<file path="config.mk">
export PLATFORM = sky130hd
export DESIGN_NAME = supply_voltage_monitor
export DESIGN_NICKNAME = d
export VERILOG_FILES = /design/src/core/supply_mon_pkg.sv /design/src/core/gain_div_if.sv /design/src/core/supply_voltage_monitor.sv /design/src/core/gain_divider.sv
export SDC_FILE = /design/constraint.sdc
export NUM_CORES = 1
export LEC_CHECK = 0
export BUFFER_PORTS_ARGS = -buffer_cell sky130_fd_sc_hd__buf_2
export CAP_MARGIN = 40
export CORE_UTILIZATION = 25
export CTS_BUF_LIST = sky130_fd_sc_hd__clkbuf_4 sky130_fd_sc_hd__clkbuf_8
export CTS_CLUSTER_SIZE = 8
export DETAILED_ROUTE_END_ITERATION = 10
export GPL_TIMING_DRIVEN = 0
export PLACE_DENSITY = 0.4
export REMOVE_ABC_BUFFERS = 1
export SETUP_SLACK_MARGIN = 0.5
export SKIP_LAST_GASP = 1
export SYNTH_ARGS = -nofsm -noshare
export SYNTH_HDL_FRONTEND = slang
export SYNTH_SLANG_ARGS = --single-unit
</file>
<file path="constraint.sdc">
create_clock -name i_clk -period 15.85 [get_ports i_clk]
set_input_delay 2.3775 -clock i_clk [delete_from_list [all_inputs] [get_ports i_clk]]
set_output_delay 2.3775 -clock i_clk [all_outputs]
set_load 0.005 [all_outputs]
</file>
<file path="src/core/supply_mon_pkg.sv">
// constants, register map and field layout shared by the supply monitor files
package supply_mon_pkg;

    // clock and measurement timing
    localparam int CLK_HZ = 100_000_000; // core clock rate
    localparam int MEAS_RATE_HZ = 40; // supply measurements per second
    localparam int MEAS_PERIOD_CYC = CLK_HZ / MEAS_RATE_HZ; // cycles between measurement starts

    // widths
    localparam int ADDR_W = 8; // register bus address width
    localparam int DATA_W = 32; // register bus data width
    localparam int CODE_W = 8; // supply code width
    localparam int RAM_AW = 8; // internal ram address width
    localparam int RAM_W = 24; // internal ram word width
    localparam int STRAIN_W = 24; // strain result width
    localparam int COEFF_W = 8; // signed gain coefficient width
    localparam int LOW_SEL_W = 3; // low-supply threshold select width
    localparam int CORR_SHIFT = 21; // coefficient scale, 2^21
    localparam int DEN_W = 23; // divisor width, holds 2^21 plus correction

    // internal ram word receiving each supply code (decimal 249)
    localparam logic [RAM_AW-1:0] SUPPLY_RAM_ADDR = 8'hf9;

    // supply code thresholds: v = 2.0 + 0.025 * code
    localparam int LOW_BASE_CODE = 8; // 2.2 v at select 0
    localparam int LOW_STEP_CODE = 4; // 0.1 v per select step
    localparam int EEPROM_MIN_CODE = 16; // 2.4 v eeprom write floor

    // register offsets
    localparam logic [ADDR_W-1:0] REG_CTRL = 8'h00; // threshold, correction control
    localparam logic [ADDR_W-1:0] REG_STATUS = 8'h04; // code, flags, busy
    localparam logic [ADDR_W-1:0] REG_IRQ_STAT = 8'h08; // sticky events, read only
    localparam logic [ADDR_W-1:0] REG_IRQ_EN = 8'h0c; // event enables
    localparam logic [ADDR_W-1:0] REG_IRQ_CLR = 8'h10; // write one to clear, write only

    // control register fields
    localparam int CTRL_SEL_LSB = 0; // low-supply select [2:0]
    localparam int CTRL_CORR_EN_BIT = 3; // correction enable
    localparam int CTRL_COEFF_LSB = 8; // coefficient [15:8]
    localparam logic [LOW_SEL_W-1:0] CTRL_SEL_RST = 3'h0; // select after reset
    localparam logic [COEFF_W-1:0] CTRL_COEFF_RST = 8'h00; // coefficient after reset

    // status register fields
    localparam int STAT_CODE_LSB = 0; // supply code [7:0]
    localparam int STAT_LOW_BIT = 8; // low-supply flag
    localparam int STAT_INHIBIT_BIT = 9; // eeprom write inhibit
    localparam int STAT_SEEN_BIT = 10; // a measurement has completed
    localparam int STAT_BUSY_BIT = 11; // correction divide running

    // interrupt event bits
    localparam int IRQ_W = 3; // number of events
    localparam int IRQ_MEAS_BIT = 0; // measurement stored
    localparam int IRQ_LOW_BIT = 1; // supply dropped below threshold
    localparam int IRQ_DROP_BIT = 2; // strain result refused while busy

endpackage : supply_mon_pkg

</file>
<file path="src/core/gain_div_if.sv">
// request and answer wires between the monitor and its correction divider
interface gain_div_if #(
    parameter int NUM_W = 45,
    parameter int DEN_W = 23
);
    logic start; // one-cycle request
    logic [NUM_W-1:0] numer; // unsigned dividend
    logic [DEN_W-1:0] denom; // unsigned divisor, nonzero
    logic done; // one-cycle answer
    logic [NUM_W-1:0] quot; // quotient, valid with done

    modport master (output start, output numer, output denom, input done, input quot);
    modport slave (input start, input numer, input denom, output done, output quot);
endinterface : gain_div_if

</file>
<file path="src/core/supply_voltage_monitor.sv">
// supply voltage monitor: periodic measurement, low-supply flag, gain correction
module supply_voltage_monitor
    import supply_mon_pkg::*;
#(
    parameter int MEAS_PERIOD = supply_mon_pkg::MEAS_PERIOD_CYC, // cycles per measurement
    parameter int SW = supply_mon_pkg::STRAIN_W // strain result width
) (
    input wire logic i_clk, // core clock, 100 mhz
    input wire logic i_rst_b, // async reset, active low
    input wire logic [supply_mon_pkg::ADDR_W-1:0] i_addr, // register address
    input wire logic [supply_mon_pkg::DATA_W-1:0] i_wdata, // register write data
    input wire logic i_wr, // write strobe
    input wire logic i_rd, // read strobe
    output logic [supply_mon_pkg::DATA_W-1:0] o_rdata, // read data, cycle after strobe
    output logic o_meas_start, // pulse: start supply conversion
    input wire logic i_meas_valid, // pulse: conversion finished
    input wire logic [supply_mon_pkg::CODE_W-1:0] i_meas_code, // conversion result
    output logic o_ram_we, // pulse: write supply code to ram
    output logic [supply_mon_pkg::RAM_AW-1:0] o_ram_addr, // ram word address
    output logic [supply_mon_pkg::RAM_W-1:0] o_ram_wdata, // ram word data
    output logic o_low_supply_flag, // supply below chosen level
    output logic o_eeprom_wr_inhibit, // automatic eeprom writes blocked
    input wire logic i_strain_valid, // pulse: raw strain result
    input wire logic signed [SW-1:0] i_strain_result, // raw strain result
    output logic o_strain_valid, // pulse: corrected strain result
    output logic signed [SW-1:0] o_strain_result, // corrected strain result
    output logic o_strain_busy, // correction divide running
    output logic o_irq // level: enabled event pending
);
    import supply_mon_pkg::*;

    localparam int NUM_W = SW + CORR_SHIFT; // dividend width
    localparam int PROD_W = CODE_W + COEFF_W + 1; // signed product width

    // supply code below a limit code, used for flag and inhibit
    function automatic logic below_code(input logic [CODE_W-1:0] code, input logic [CODE_W:0] limit);
        below_code = {1'b0, code} < limit;
    endfunction : below_code

    // reset release through two flops
    logic rst_s1_q; // first stage, read only by the second
    logic rst_n; // synchronised reset for the design

    always_ff @(posedge i_clk or negedge i_rst_b)
    begin
        if (!i_rst_b)
        begin
            rst_s1_q <= 1'b0;
            rst_n <= 1'b0;
        end
        else
        begin
            rst_s1_q <= 1'b1;
            rst_n <= rst_s1_q;
        end
    end

    // software control state
    logic [LOW_SEL_W-1:0] low_sel_q; // threshold select
    logic corr_en_q; // supply_gain_corr_enable
    logic [COEFF_W-1:0] coeff_q; // supply_gain_corr_coeff
    logic [IRQ_W-1:0] irq_en_q; // event enables
    logic [IRQ_W-1:0] irq_stat_q; // sticky events

    // measurement results
    logic [CODE_W-1:0] supply_code_q; // last stored supply code
    logic low_q; // low_supply_flag
    logic inhibit_q; // eeprom write inhibit
    logic seen_q; // at least one measurement stored

    // register bus decode
    wire wr_ctrl = i_wr && i_addr == REG_CTRL;
    wire wr_irq_en = i_wr && i_addr == REG_IRQ_EN;
    wire wr_irq_clr = i_wr && i_addr == REG_IRQ_CLR;

    // control registers written by software
    always_ff @(posedge i_clk or negedge rst_n)
    begin
        if (!rst_n)
        begin
            low_sel_q <= CTRL_SEL_RST;
            corr_en_q <= 1'b0;
            coeff_q <= CTRL_COEFF_RST;
            irq_en_q <= '0;
        end
        else
        begin
            if (wr_ctrl)
            begin
                low_sel_q <= i_wdata[CTRL_SEL_LSB +: LOW_SEL_W];
                corr_en_q <= i_wdata[CTRL_CORR_EN_BIT];
                coeff_q <= i_wdata[CTRL_COEFF_LSB +: COEFF_W];
            end
            if (wr_irq_en)
            begin
                irq_en_q <= i_wdata[IRQ_W-1:0];
            end
        end
    end

    // measurement repetition timer
    logic [31:0] tmr_q; // cycles into the current period
    wire tmr_wrap = tmr_q == 32'(MEAS_PERIOD - 1);

    always_ff @(posedge i_clk or negedge rst_n)
    begin
        if (!rst_n)
            tmr_q <= 32'h0;
        else
            tmr_q <= tmr_wrap ? 32'h0 : tmr_q + 32'h1;
    end

    // measurement sequencer
    typedef enum logic [0:0] {MEAS_IDLE, MEAS_WAIT} meas_state_t;
    meas_state_t meas_q; // sequencer state
    meas_state_t meas_d; // next state
    logic start_q; // start pulse register

    // conversion taken only while one is outstanding
    wire meas_take = meas_q == MEAS_WAIT && i_meas_valid;

    always_comb
    begin
        meas_d = meas_q;
        case (meas_q)
            MEAS_IDLE:
                if (tmr_wrap)
                    meas_d = MEAS_WAIT;
            MEAS_WAIT:
                if (i_meas_valid)
                    meas_d = MEAS_IDLE;
            default:
                meas_d = MEAS_IDLE;
        endcase
    end

    always_ff @(posedge i_clk or negedge rst_n)
    begin
        if (!rst_n)
        begin
            meas_q <= MEAS_IDLE;
            start_q <= 1'b0;
        end
        else
        begin
            meas_q <= meas_d;
            start_q <= meas_q == MEAS_IDLE && tmr_wrap;
        end
    end

    // threshold codes: level 2.2 v + 0.1 v * sel equals code 8 + 4 * sel
    wire [CODE_W:0] low_limit = (CODE_W+1)'(LOW_BASE_CODE) + (CODE_W+1)'(low_sel_q) * (CODE_W+1)'(LOW_STEP_CODE);
    wire low_d = below_code(i_meas_code, low_limit);
    wire inhibit_d = below_code(i_meas_code, (CODE_W+1)'(EEPROM_MIN_CODE));

    // code, flag and inhibit move in the same cycle
    always_ff @(posedge i_clk or negedge rst_n)
    begin
        if (!rst_n)
        begin
            supply_code_q <= '0;
            low_q <= 1'b0;
            inhibit_q <= 1'b0;
            seen_q <= 1'b0;
        end
        else if (meas_take)
        begin
            supply_code_q <= i_meas_code;
            low_q <= low_d;
            inhibit_q <= inhibit_d;
            seen_q <= 1'b1;
        end
    end

    // ram write port for the stored code
    logic ram_we_q; // write pulse
    logic [RAM_W-1:0] ram_wdata_q; // word written

    always_ff @(posedge i_clk or negedge rst_n)
    begin
        if (!rst_n)
        begin
            ram_we_q <= 1'b0;
            ram_wdata_q <= '0;
        end
        else
        begin
            ram_we_q <= meas_take;
            if (meas_take)
                ram_wdata_q <= RAM_W'(i_meas_code);
        end
    end

    // gain correction: q = hb * 2^21 / (2^21 + code * coeff)
    gain_div_if #(.NUM_W(NUM_W), .DEN_W(DEN_W)) div_bus ();

    gain_divider #(.NUM_W(NUM_W), .DEN_W(DEN_W)) u_div (
        .i_clk(i_clk),
        .i_rst_n(rst_n),
        .bus(div_bus)
    );

    // divisor stays positive: |code * coeff| is far below 2^21
    wire signed [PROD_W-1:0] corr_prod = $signed({1'b0, supply_code_q}) * $signed(coeff_q);
    wire signed [DEN_W-1:0] corr_den = (DEN_W)'(1 << CORR_SHIFT) + (DEN_W)'(corr_prod);
    wire strain_neg = i_strain_result[SW-1];
    wire [SW-1:0] strain_mag = strain_neg ? SW'(-i_strain_result) : SW'(i_strain_result);
    wire [SW-1:0] mag_max = {1'b0, {(SW-1){1'b1}}}; // saturation bound

    // quotient clamped to the result range
    wire quot_big = |div_bus.quot[NUM_W-1:SW-1];
    wire [SW-1:0] quot_sat = quot_big ? mag_max : div_bus.quot[SW-1:0];

    // strain path: take, divide or pass, deliver
    logic busy_q; // divide outstanding
    logic neg_q; // sign of the raw result
    logic sv_q; // corrected result strobe
    logic signed [SW-1:0] sres_q; // corrected result
    logic div_start_q; // divider request
    logic [NUM_W-1:0] div_num_q; // latched dividend
    logic [DEN_W-1:0] div_den_q; // latched divisor

    wire strain_take = i_strain_valid && !busy_q;
    wire strain_drop = i_strain_valid && busy_q;

    always_ff @(posedge i_clk or negedge rst_n)
    begin
        if (!rst_n)
        begin
            busy_q <= 1'b0;
            neg_q <= 1'b0;
            sv_q <= 1'b0;
            sres_q <= '0;
            div_start_q <= 1'b0;
            div_num_q <= '0;
            div_den_q <= '0;
        end
        else
        begin
            div_start_q <= strain_take && corr_en_q;
            sv_q <= (strain_take && !corr_en_q) || div_bus.done;
            if (strain_take && corr_en_q)
            begin
                busy_q <= 1'b1;
                neg_q <= strain_neg;
                div_num_q <= {strain_mag, {CORR_SHIFT{1'b0}}};
                div_den_q <= corr_den;
            end
            else if (strain_take)
                sres_q <= i_strain_result;
            else if (div_bus.done)
            begin
                busy_q <= 1'b0;
                sres_q <= neg_q ? -$signed(quot_sat) : $signed(quot_sat);
            end
        end
    end

    assign div_bus.start = div_start_q;
    assign div_bus.numer = div_num_q;
    assign div_bus.denom = div_den_q;

    // events; a set wins over a clear in the same cycle
    logic [IRQ_W-1:0] ev; // event pulses this cycle
    assign ev[IRQ_MEAS_BIT] = meas_take;
    assign ev[IRQ_LOW_BIT] = meas_take && low_d && !low_q;
    assign ev[IRQ_DROP_BIT] = strain_drop;
    wire [IRQ_W-1:0] clr = wr_irq_clr ? i_wdata[IRQ_W-1:0] : '0;
    logic irq_q; // interrupt output register

    always_ff @(posedge i_clk or negedge rst_n)
    begin
        if (!rst_n)
        begin
            irq_stat_q <= '0;
            irq_q <= 1'b0;
        end
        else
        begin
            irq_stat_q <= (irq_stat_q & ~clr) | ev;
            irq_q <= |(((irq_stat_q & ~clr) | ev) & irq_en_q);
        end
    end

    // read mux
    logic [DATA_W-1:0] rd_mux; // selected register
    always_comb
    begin
        rd_mux = '0;
        case (i_addr)
            REG_CTRL:
            begin
                rd_mux[CTRL_SEL_LSB +: LOW_SEL_W] = low_sel_q;
                rd_mux[CTRL_CORR_EN_BIT] = corr_en_q;
                rd_mux[CTRL_COEFF_LSB +: COEFF_W] = coeff_q;
            end
            REG_STATUS:
            begin
                rd_mux[STAT_CODE_LSB +: CODE_W] = supply_code_q;
                rd_mux[STAT_LOW_BIT] = low_q;
                rd_mux[STAT_INHIBIT_BIT] = inhibit_q;
                rd_mux[STAT_SEEN_BIT] = seen_q;
                rd_mux[STAT_BUSY_BIT] = busy_q;
            end
            REG_IRQ_STAT:
                rd_mux[IRQ_W-1:0] = irq_stat_q;
            REG_IRQ_EN:
                rd_mux[IRQ_W-1:0] = irq_en_q;
            default:
                rd_mux = '0; // unmapped and write-only read zero
        endcase
    end

    // read data register, stands one cycle
    logic [DATA_W-1:0] rdata_q; // read answer
    always_ff @(posedge i_clk or negedge rst_n)
    begin
        if (!rst_n)
            rdata_q <= '0;
        else
            rdata_q <= i_rd ? rd_mux : '0;
    end

    // outputs, each from a flop except o_ram_addr, which is the constant SUPPLY_RAM_ADDR
    assign o_rdata = rdata_q;
    assign o_meas_start = start_q;
    assign o_ram_we = ram_we_q;
    assign o_ram_addr = SUPPLY_RAM_ADDR;
    assign o_ram_wdata = ram_wdata_q;
    assign o_low_supply_flag = low_q;
    assign o_eeprom_wr_inhibit = inhibit_q;
    assign o_strain_valid = sv_q;
    assign o_strain_result = sres_q;
    assign o_strain_busy = busy_q;
    assign o_irq = irq_q;

    // parameters the logic cannot serve
    if (MEAS_PERIOD < 2)
        $error("supply_voltage_monitor: MEAS_PERIOD too small");
    if (SW < 8 || SW > 32)
        $error("supply_voltage_monitor: SW out of range");

endmodule : supply_voltage_monitor

</file>
<file path="src/core/gain_divider.sv">
// bit-serial restoring divider for the supply gain correction
module gain_divider #(
    parameter int NUM_W = 45,
    parameter int DEN_W = 23
) (
    input wire logic i_clk, // core clock
    input wire logic i_rst_n, // synchronised reset, active low
    gain_div_if.slave bus // request and answer
);
    // iteration state
    logic busy_q; // division running
    logic [7:0] cnt_q; // bits still to resolve
    logic [NUM_W-1:0] num_q; // dividend, shifted out msb first
    logic [NUM_W-1:0] quot_q; // quotient being built
    logic [DEN_W:0] rem_q; // partial remainder
    logic [DEN_W-1:0] den_q; // latched divisor
    logic done_q; // answer strobe

    // one restoring step
    wire [DEN_W:0] rem_sh = {rem_q[DEN_W-1:0], num_q[NUM_W-1]};
    wire fits = rem_sh >= {1'b0, den_q};
    wire [DEN_W:0] rem_nx = fits ? rem_sh - {1'b0, den_q} : rem_sh;

    // start latches operands, then one quotient bit per cycle
    always_ff @(posedge i_clk or negedge i_rst_n)
    begin
        if (!i_rst_n)
        begin
            busy_q <= 1'b0;
            cnt_q <= 8'h00;
            num_q <= '0;
            quot_q <= '0;
            rem_q <= '0;
            den_q <= '0;
            done_q <= 1'b0;
        end
        else if (bus.start && !busy_q)
        begin
            busy_q <= 1'b1;
            cnt_q <= 8'(NUM_W);
            num_q <= bus.numer;
            den_q <= bus.denom;
            rem_q <= '0;
            quot_q <= '0;
            done_q <= 1'b0;
        end
        else if (busy_q)
        begin
            rem_q <= rem_nx;
            num_q <= {num_q[NUM_W-2:0], 1'b0};
            quot_q <= {quot_q[NUM_W-2:0], fits};
            cnt_q <= cnt_q - 8'h01;
            busy_q <= cnt_q != 8'h01;
            done_q <= cnt_q == 8'h01;
        end
        else
        begin
            done_q <= 1'b0;
        end
    end

    assign bus.done = done_q;
    assign bus.quot = quot_q;

    // the step counter is eight bits wide
    if (NUM_W > 255 || NUM_W < 2)
        $error("gain_divider: NUM_W out of range");

endmodule : gain_divider

</file>
==> results of run 1 <==
-- per-layer routing --
| metal | track usage | up-vias | part of all wire |
|---|---|---|---|
| met1 | 0.176 | 5922 | 0.48 |
| li1 | - | 6036 | - |
| met3 | 0.0204 | 88 | 0.036 |
| met4 | 0.0534 | 2 | 0.032 |
| met2 | 0.208 | 188 | 0.46 |
| met5 | 0 | - | 0.00016 |
-- where the power goes --
part | switching [µW] | total [µW] | internal [µW]
clock | 335 | 798 | 463
combinational | 54.1 | 92.2 | 38.1
sequential | 19.0 | 745 | 726
-- kinds of logic after synthesis --
| group | Yosys count | share of synthesized area |
|---|---|---|
| simple gates | 533 | 0.157 |
| compound gates | 383 | 0.152 |
| flops | 281 | 0.430 |
| buf+inv | 227 | 0.0650 |
| fa+ha+maj | 117 | 0.107 |
| xor+xnor | 78 | 0.0418 |
| mux | 69 | 0.0465 |
| other cells | 2 | 0.000459 |
-- sequential cells by signal, indices dropped and copies added, names as in the netlist, 3 cells and up --
name	flops
coeff_q	8
div_bus.denom	22
div_bus.numer	24
irq_en_q	3
irq_stat_q	3
low_sel_q	3
o_ram_wdata	8
o_rdata	16
o_strain_result	24
tmr_q	32
u_div.bus.quot	45
u_div.cnt_q	8
u_div.den_q	22
u_div.num_q	24
u_div.rem_q	23
-- area by class of cell --
| type | instances | area [µm²] | area share |
|---|---|---|---|
| Antenna cell | 1 | 2.50 | 0.000132 |
| Clock inverter | 10 | 134 | 0.00705 |
| Timing Repair Buffer | 129 | 853 | 0.0449 |
| Clock buffer | 88 | 1070 | 0.0565 |
| Tap cell | 855 | 1070 | 0.0563 |
| Multi-Input combinational cell | 1221 | 8430 | 0.444 |
| Inverter | 103 | 387 | 0.0204 |
| Sequential cell | 281 | 7040 | 0.371 |
-- critical path, cell delays in order, from the launching register on --
cell and delay [ns]:
dfrtp_1 0.66, clkinv_1 0.46, nor2_1 0.27, fa_1 0.44, fa_1 0.53, fa_1 0.55, inv_1 0.05, fa_1 0.53
inv_1 0.04, ha_1 0.37, o21a_1 0.13, o21a_1 0.11, o22ai_1 0.16, o41ai_1 0.69, mux2i_1 0.37, nor2_1 0.08
-- worst paths after layout --
check | end | startpoint | slack [ns] | cells past startpoint
worst max-delay path | div_bus.denom[19]$_DFFE_PN0P_ | coeff_q[7]$_DFFE_PN0P_ | 10.28 | 15
worst min register to register | irq_stat_q[0]$_DFF_PN0_ | rst_n$_DFF_PN0_ | 0.30 | 0
worst min-delay path | irq_stat_q[0]$_DFF_PN0_ | rst_n$_DFF_PN0_ | 0.30 | 0
min in group i_clk | rst_n$_DFF_PN0_ | rst_s1_q$_DFF_PN0_ | 0.35 | 0
max in group asynchronous | rst_n$_DFF_PN0_ | i_rst_b | 14.22 | 1
worst max register to register | div_bus.denom[19]$_DFFE_PN0P_ | coeff_q[7]$_DFFE_PN0P_ | 10.28 | 15
-- through the flow --
stage | hold WS, ns | instance area [µm²] | power, µW
floorplan | 0.331 | 15800 | 804
global placement | 0.337 | 17400 | 849
detailed placement | 0.338 | 17800 | 853
CTS | 0.346 | 19000 | 1670
global route | 0.366 | 19000 | 1720
finish | 0.303 | 19000 | 1640
-- layout by cell type, fill, tap and decap left out, drive strengths merged, types with 28 or more instances in the layout --
cell type	instances
nor3	35
a21oi	52
xor2	40
clkbuf	88
nand2	225
ha	79
and2	40
o21ai	142
nor2	79
buf	129
xnor2	38
mux2i	40
inv	103
nand3	28
dfrtp	281
conb	41
fa	38
a22o	48
==> impl_metrics.csv, run 1 <==
group,metric,value,unit
logic_synthesis,synth.area.top_cells,"dfrtp_1 (43%), ha_1 (6.0%), nand2_1 (5.2%), fa_1 (4.7%), o21ai_0 (4.3%)",
final_layout,nets,1985,
die,ios,173,
global_routing,grt_pass1_vias,12715,
logic_synthesis,ys_warn_count,0,
timing,grt_setup_unrepaired,"false",
clocking,cts_resized,0,
die,placementRows,93,
global_routing,grt_pass1_wl,70300,µm
logic_synthesis,ys.flop_type,"dfrtp_1",
hold_path,hp-class,"reg -> async",
logic_synthesis,async_reset_ff_frac,1.00,
timing,setup_tns,0,ns
final_layout,final_cells,2688,
die,core_area,64600,µm²
global_routing,antenna_found_initial,2,
setup_path,crit_path_start_kind,"flop",
setup_path,path_max_fanout,15,
drt,dr.pass1.iters,5,
setup_path,worst_ep_required_time,16.37,ns
place,hpwl,30500,µm
drt,drt_iter0_drc,546,
timing,fin_crit,5.57,ns
run_status,status,"finished, final reports clean",
timing,skew,0.0430,ns
global_routing,grt-ovfl-total,0,
timing,tightest_slew,0.851,ns
logic_synthesis,synthCells,1690,
logic_synthesis,synth.most_common_cell,"dfrtp_1",
logic_synthesis,synth_common_cells,"dfrtp_1 (281), nand2_1 (225), o21ai_0 (140)",
power,power.density,86.1,nW/µm²
die,die-area,66400,µm²
timing,slew_violations,0,
logic_synthesis,synth_edf_count,0,
logic_synthesis,synth_cell_type_count,72,
timing,max_slew_margin,0.431,
timing,worst_slack,10.28,ns
final_layout,layout-drive-gt1-share,0.151,
place,dp_cells,2589,
drt,ant_nets,0,
final_layout,area_delta_synth_final,16.2,%
drt,wl,42800,µm
drt,via_per_inst,4.55,
logic_synthesis,synth_top_area_cell,"dfrtp_1",
die,die_h,258,µm
logic_synthesis,postSynthAreaPerCell,9.67,µm²
logic_synthesis,yosysTopAreaCellShare,0.430,
logic_synthesis,netlist_area,16300,µm²
place,place_congestion,0.805,
timing,period_share,0.351,
clocking,htreeDepth,2,
die,die_x,258,µm
logic_synthesis,ys_seq_area_frac,0.430,
clocking,hold_buffers,0,
clocking,cts_setup_buffers,0,
clocking,clk_latency,0.66,ns
clocking,cts_tree,"done",
power,p_leak,0.00901,µW
logic_synthesis,ys_ff_latch,281,
place,port_buffers,112,
timing,fmax,180,MHz
drt,wl_per_cell,15.9,µm
global_routing,grt_util_all_layers,0.130,
clocking,cts-root-buf,"clkbuf_8",
final_layout,fin_util,0.294,
run,drv_cap,0,
clocking,cts_buffers,54,
setup_path,end_kind,"flop",
drt,drc,0,
clocking,clkSinkCount,281,
die,initial_core_util,0.253,
place,pre_cts_ws,10.16,ns
setup_path,worstPathArrival,6.09,ns
timing,setup_viol,0,
drt,dr_total_vias,12236,
clocking,path_clk_slew,0.06,ns
setup_path,critPathKind,"reg -> reg",
final_layout,nFillCells,6846,
global_routing,grt_start_max_net_pins,86,
power,vdd_ir_drop_max,0.0539,mV
clocking,cts_max_path_buffers,3,
timing,finalHoldViolations,0,
(Power assumes the default switching activity.)
==> run 2, diff against run 1 <==
==> constraint.sdc (replaced) <==
create_clock -name i_clk -period 5.5 [get_ports i_clk]
set_input_delay 0.825 -clock i_clk [delete_from_list [all_inputs] [get_ports i_clk]]
set_output_delay 0.825 -clock i_clk [all_outputs]
set_load 0.005 [all_outputs]
==> run 2 against run 1 <==
Compared with the run above: clock skew about the same; sequential share of layout area decreased by 0.13 points; first-iteration DRC count decreased by 7.3%; fmax increased by 17%; die area unchanged; sequential power increased to 2.9 times the previous value; critical endpoint unchanged.
==> impl_metrics.csv, run 2 (synthesized netlist as in run 1, its figures left out) <==
group,metric,value,unit
place,port_buffers,112,
place,dpl_cell_area,17800,µm²
die,die-area,66400,µm²
die,placementRows,93,
clocking,cts-root-buf,"clkbuf_8",
die,die_h,258,µm
setup_path,worstPathArrival,5.27,ns
drt,wl_per_cell,15.9,µm
clocking,path_clk_slew,0.06,ns
setup_path,rrSetupSlack,0.74,ns
setup_path,end_kind,"flop",
setup_path,reg2reg_to,"div_bus.denom[19]$_DFFE_PN0P_",
global_routing,grt_pass1_vias,12726,
clocking,cts_buffers,54,
global_routing,grt_pass1_wl,70400,µm
clocking,htreeDepth,2,
timing,max_slew_margin,0.424,
setup_path,critPathLaunch,"o_ram_wdata[0]$_DFFE_PN0P_",
run_status,status,"finished, final reports clean",
die,initial_core_util,0.253,
global_routing,grt-ovfl-total,0,
final_layout,area_delta_synth_final,16.8,%
final_layout,fin_util,0.296,
drt,ant_nets,0,
hold_path,hp-class,"reg -> async",
drt,wl,43000,µm
power,p_leak,0.00906,µW
final_layout,final_common_cell,"dfrtp_1",
global_routing,antenna_found_initial,2,
clocking,clkSinkCount,281,
clocking,cts_tree,"done",
drt,drt_iter0_drc,506,
final_layout,largest_reg_flops,45,
timing,grt_setup_unrepaired,"false",
timing,fmax,210,MHz
timing,setup_tns,0,ns
drt,drc,0,
setup_path,crit_path_end,"div_bus.denom[19]$_DFFE_PN0P_",
final_layout,nFillCells,6853,
global_routing,grt_start_max_net_pins,86,
timing,fin_crit,4.76,ns
power,total_power,4730,µW
global_routing,grt_util_all_layers,0.131,
run,drv_cap,0,
setup_path,r2r-start,"o_ram_wdata[0]$_DFFE_PN0P_",
drt,dr_total_vias,12252,
timing,hold_slack,0.302,ns
place,hpwl,30500,µm
final_layout,layout-drive-gt1-share,0.163,
setup_path,crit_path_start_kind,"flop",
timing,slew_violations,0,
setup_path,worst_ep_required_time,6.02,ns
die,core_area,64600,µm²
die,die_x,258,µm
clocking,cts_max_path_buffers,3,
clocking,clk_latency,0.66,ns
timing,tightest_slew,0.861,ns
setup_path,path_max_fanout,8,
place,place_congestion,0.805,
timing,finalHoldViolations,0,
final_layout,nets,1994,
die,ios,173,
timing,period_share,0.865,
drt,via_per_inst,4.54,
power,vdd_ir_drop_max,0.156,mV
timing,setup_viol,0,
power,power.density,247,nW/µm²
setup_path,r2r.worst_path.cells,14,
final_layout,mostFrequentLayoutCells,"dfrtp_1 (267), nand2_1 (224), o21ai_0 (140), buf_2 (114), inv_1 (101)",
timing,skew,0.0430,ns
drt,dr.pass1.iters,4,
final_layout,finalInstanceArea,19100,µm²
setup_path,critPathKind,"reg -> reg",
run 2: worst min path at each step:
stage / from / end / slack (ns) / depth (start not counted)
floorplan: rst_s1_q$_DFF_PN0_ / rst_n$_DFF_PN0_ / 0.33 / 0
global placement: rst_s1_q$_DFF_PN0_ / rst_n$_DFF_PN0_ / 0.34 / 0
detailed placement: rst_n$_DFF_PN0_ / irq_en_q[0]$_DFFE_PN0P_ / 0.34 / 0
CTS: rst_n$_DFF_PN0_ / irq_en_q[0]$_DFFE_PN0P_ / 0.35 / 0
global route: rst_n$_DFF_PN0_ / o_ram_we$_DFF_PN0_ / 0.37 / 0
finish: rst_n$_DFF_PN0_ / irq_stat_q[0]$_DFF_PN0_ / 0.30 / 0
run 2: critical path, stage by stage (launching register included):
cell and delay, ns:
dfrtp_2 0.48, nand2b_1 0.20, fa_1 0.53, fa_1 0.55, inv_1 0.05, fa_1 0.53, inv_1 0.05, fa_1 0.53
inv_1 0.04, ha_1 0.31, nor2b_1 0.23, o22ai_2 0.17, o41ai_2 0.48, mux2i_1 0.39, nor2_1 0.09
run 2: power by group:
| part | switching, µW | total [µW] | internal [µW] | leakage [µW] |
|---|---|---|---|---|
| Clock | 966 | 2300 | 1330 | 0.000636 |
| Combinational | 162 | 280 | 117 | 0.00495 |
| Sequential | 50.8 | 2150 | 2090 | 0.00347 |
| Total | 1180 | 4730 | 3550 | 0.00906 |
run 2: routing by layer:
metal | vias up | part of all wire | GRT usage
met4 | 2 | 0.031 | 0.0534
met3 | 86 | 0.033 | 0.0204
li1 | 6051 | - | -
met1 | 5930 | 0.48 | 0.177
met2 | 183 | 0.46 | 0.208
met5 | - | 0.00016 | 0
run 2: through the flow:
stage	std cells	setup WS [ns]
5_1_grt	2697	0.525
2_1_floorplan	1605	-2.91
6_report	2697	0.744
3_3_place_gp	2572	-6.92
4_1_cts	2690	0.534
3_5_place_dp	2589	-0.187
run 2: timing repair:
item                       4_1_cts  5_1_grt
hold buffers                     1        0
buffers inserted                 2        6
gates resized for setup          5       12
pin swaps                        0        1
hold endpoints to repair         2        0
setup endpoints to repair       11        6
run 2: final cells by class:
class / count / area, µm² / area share
clock buffers: 88 / 1070 / 0.0562
clock inverters: 10 / 134 / 0.00701
repair buffers: 138 / 923 / 0.0483
multi-input cells: 1221 / 8450 / 0.443
diodes: 1 / 2.50 / 0.000131
inverters: 103 / 389 / 0.0204
flip-flops and latches: 281 / 7050 / 0.369
well taps: 855 / 1070 / 0.0560
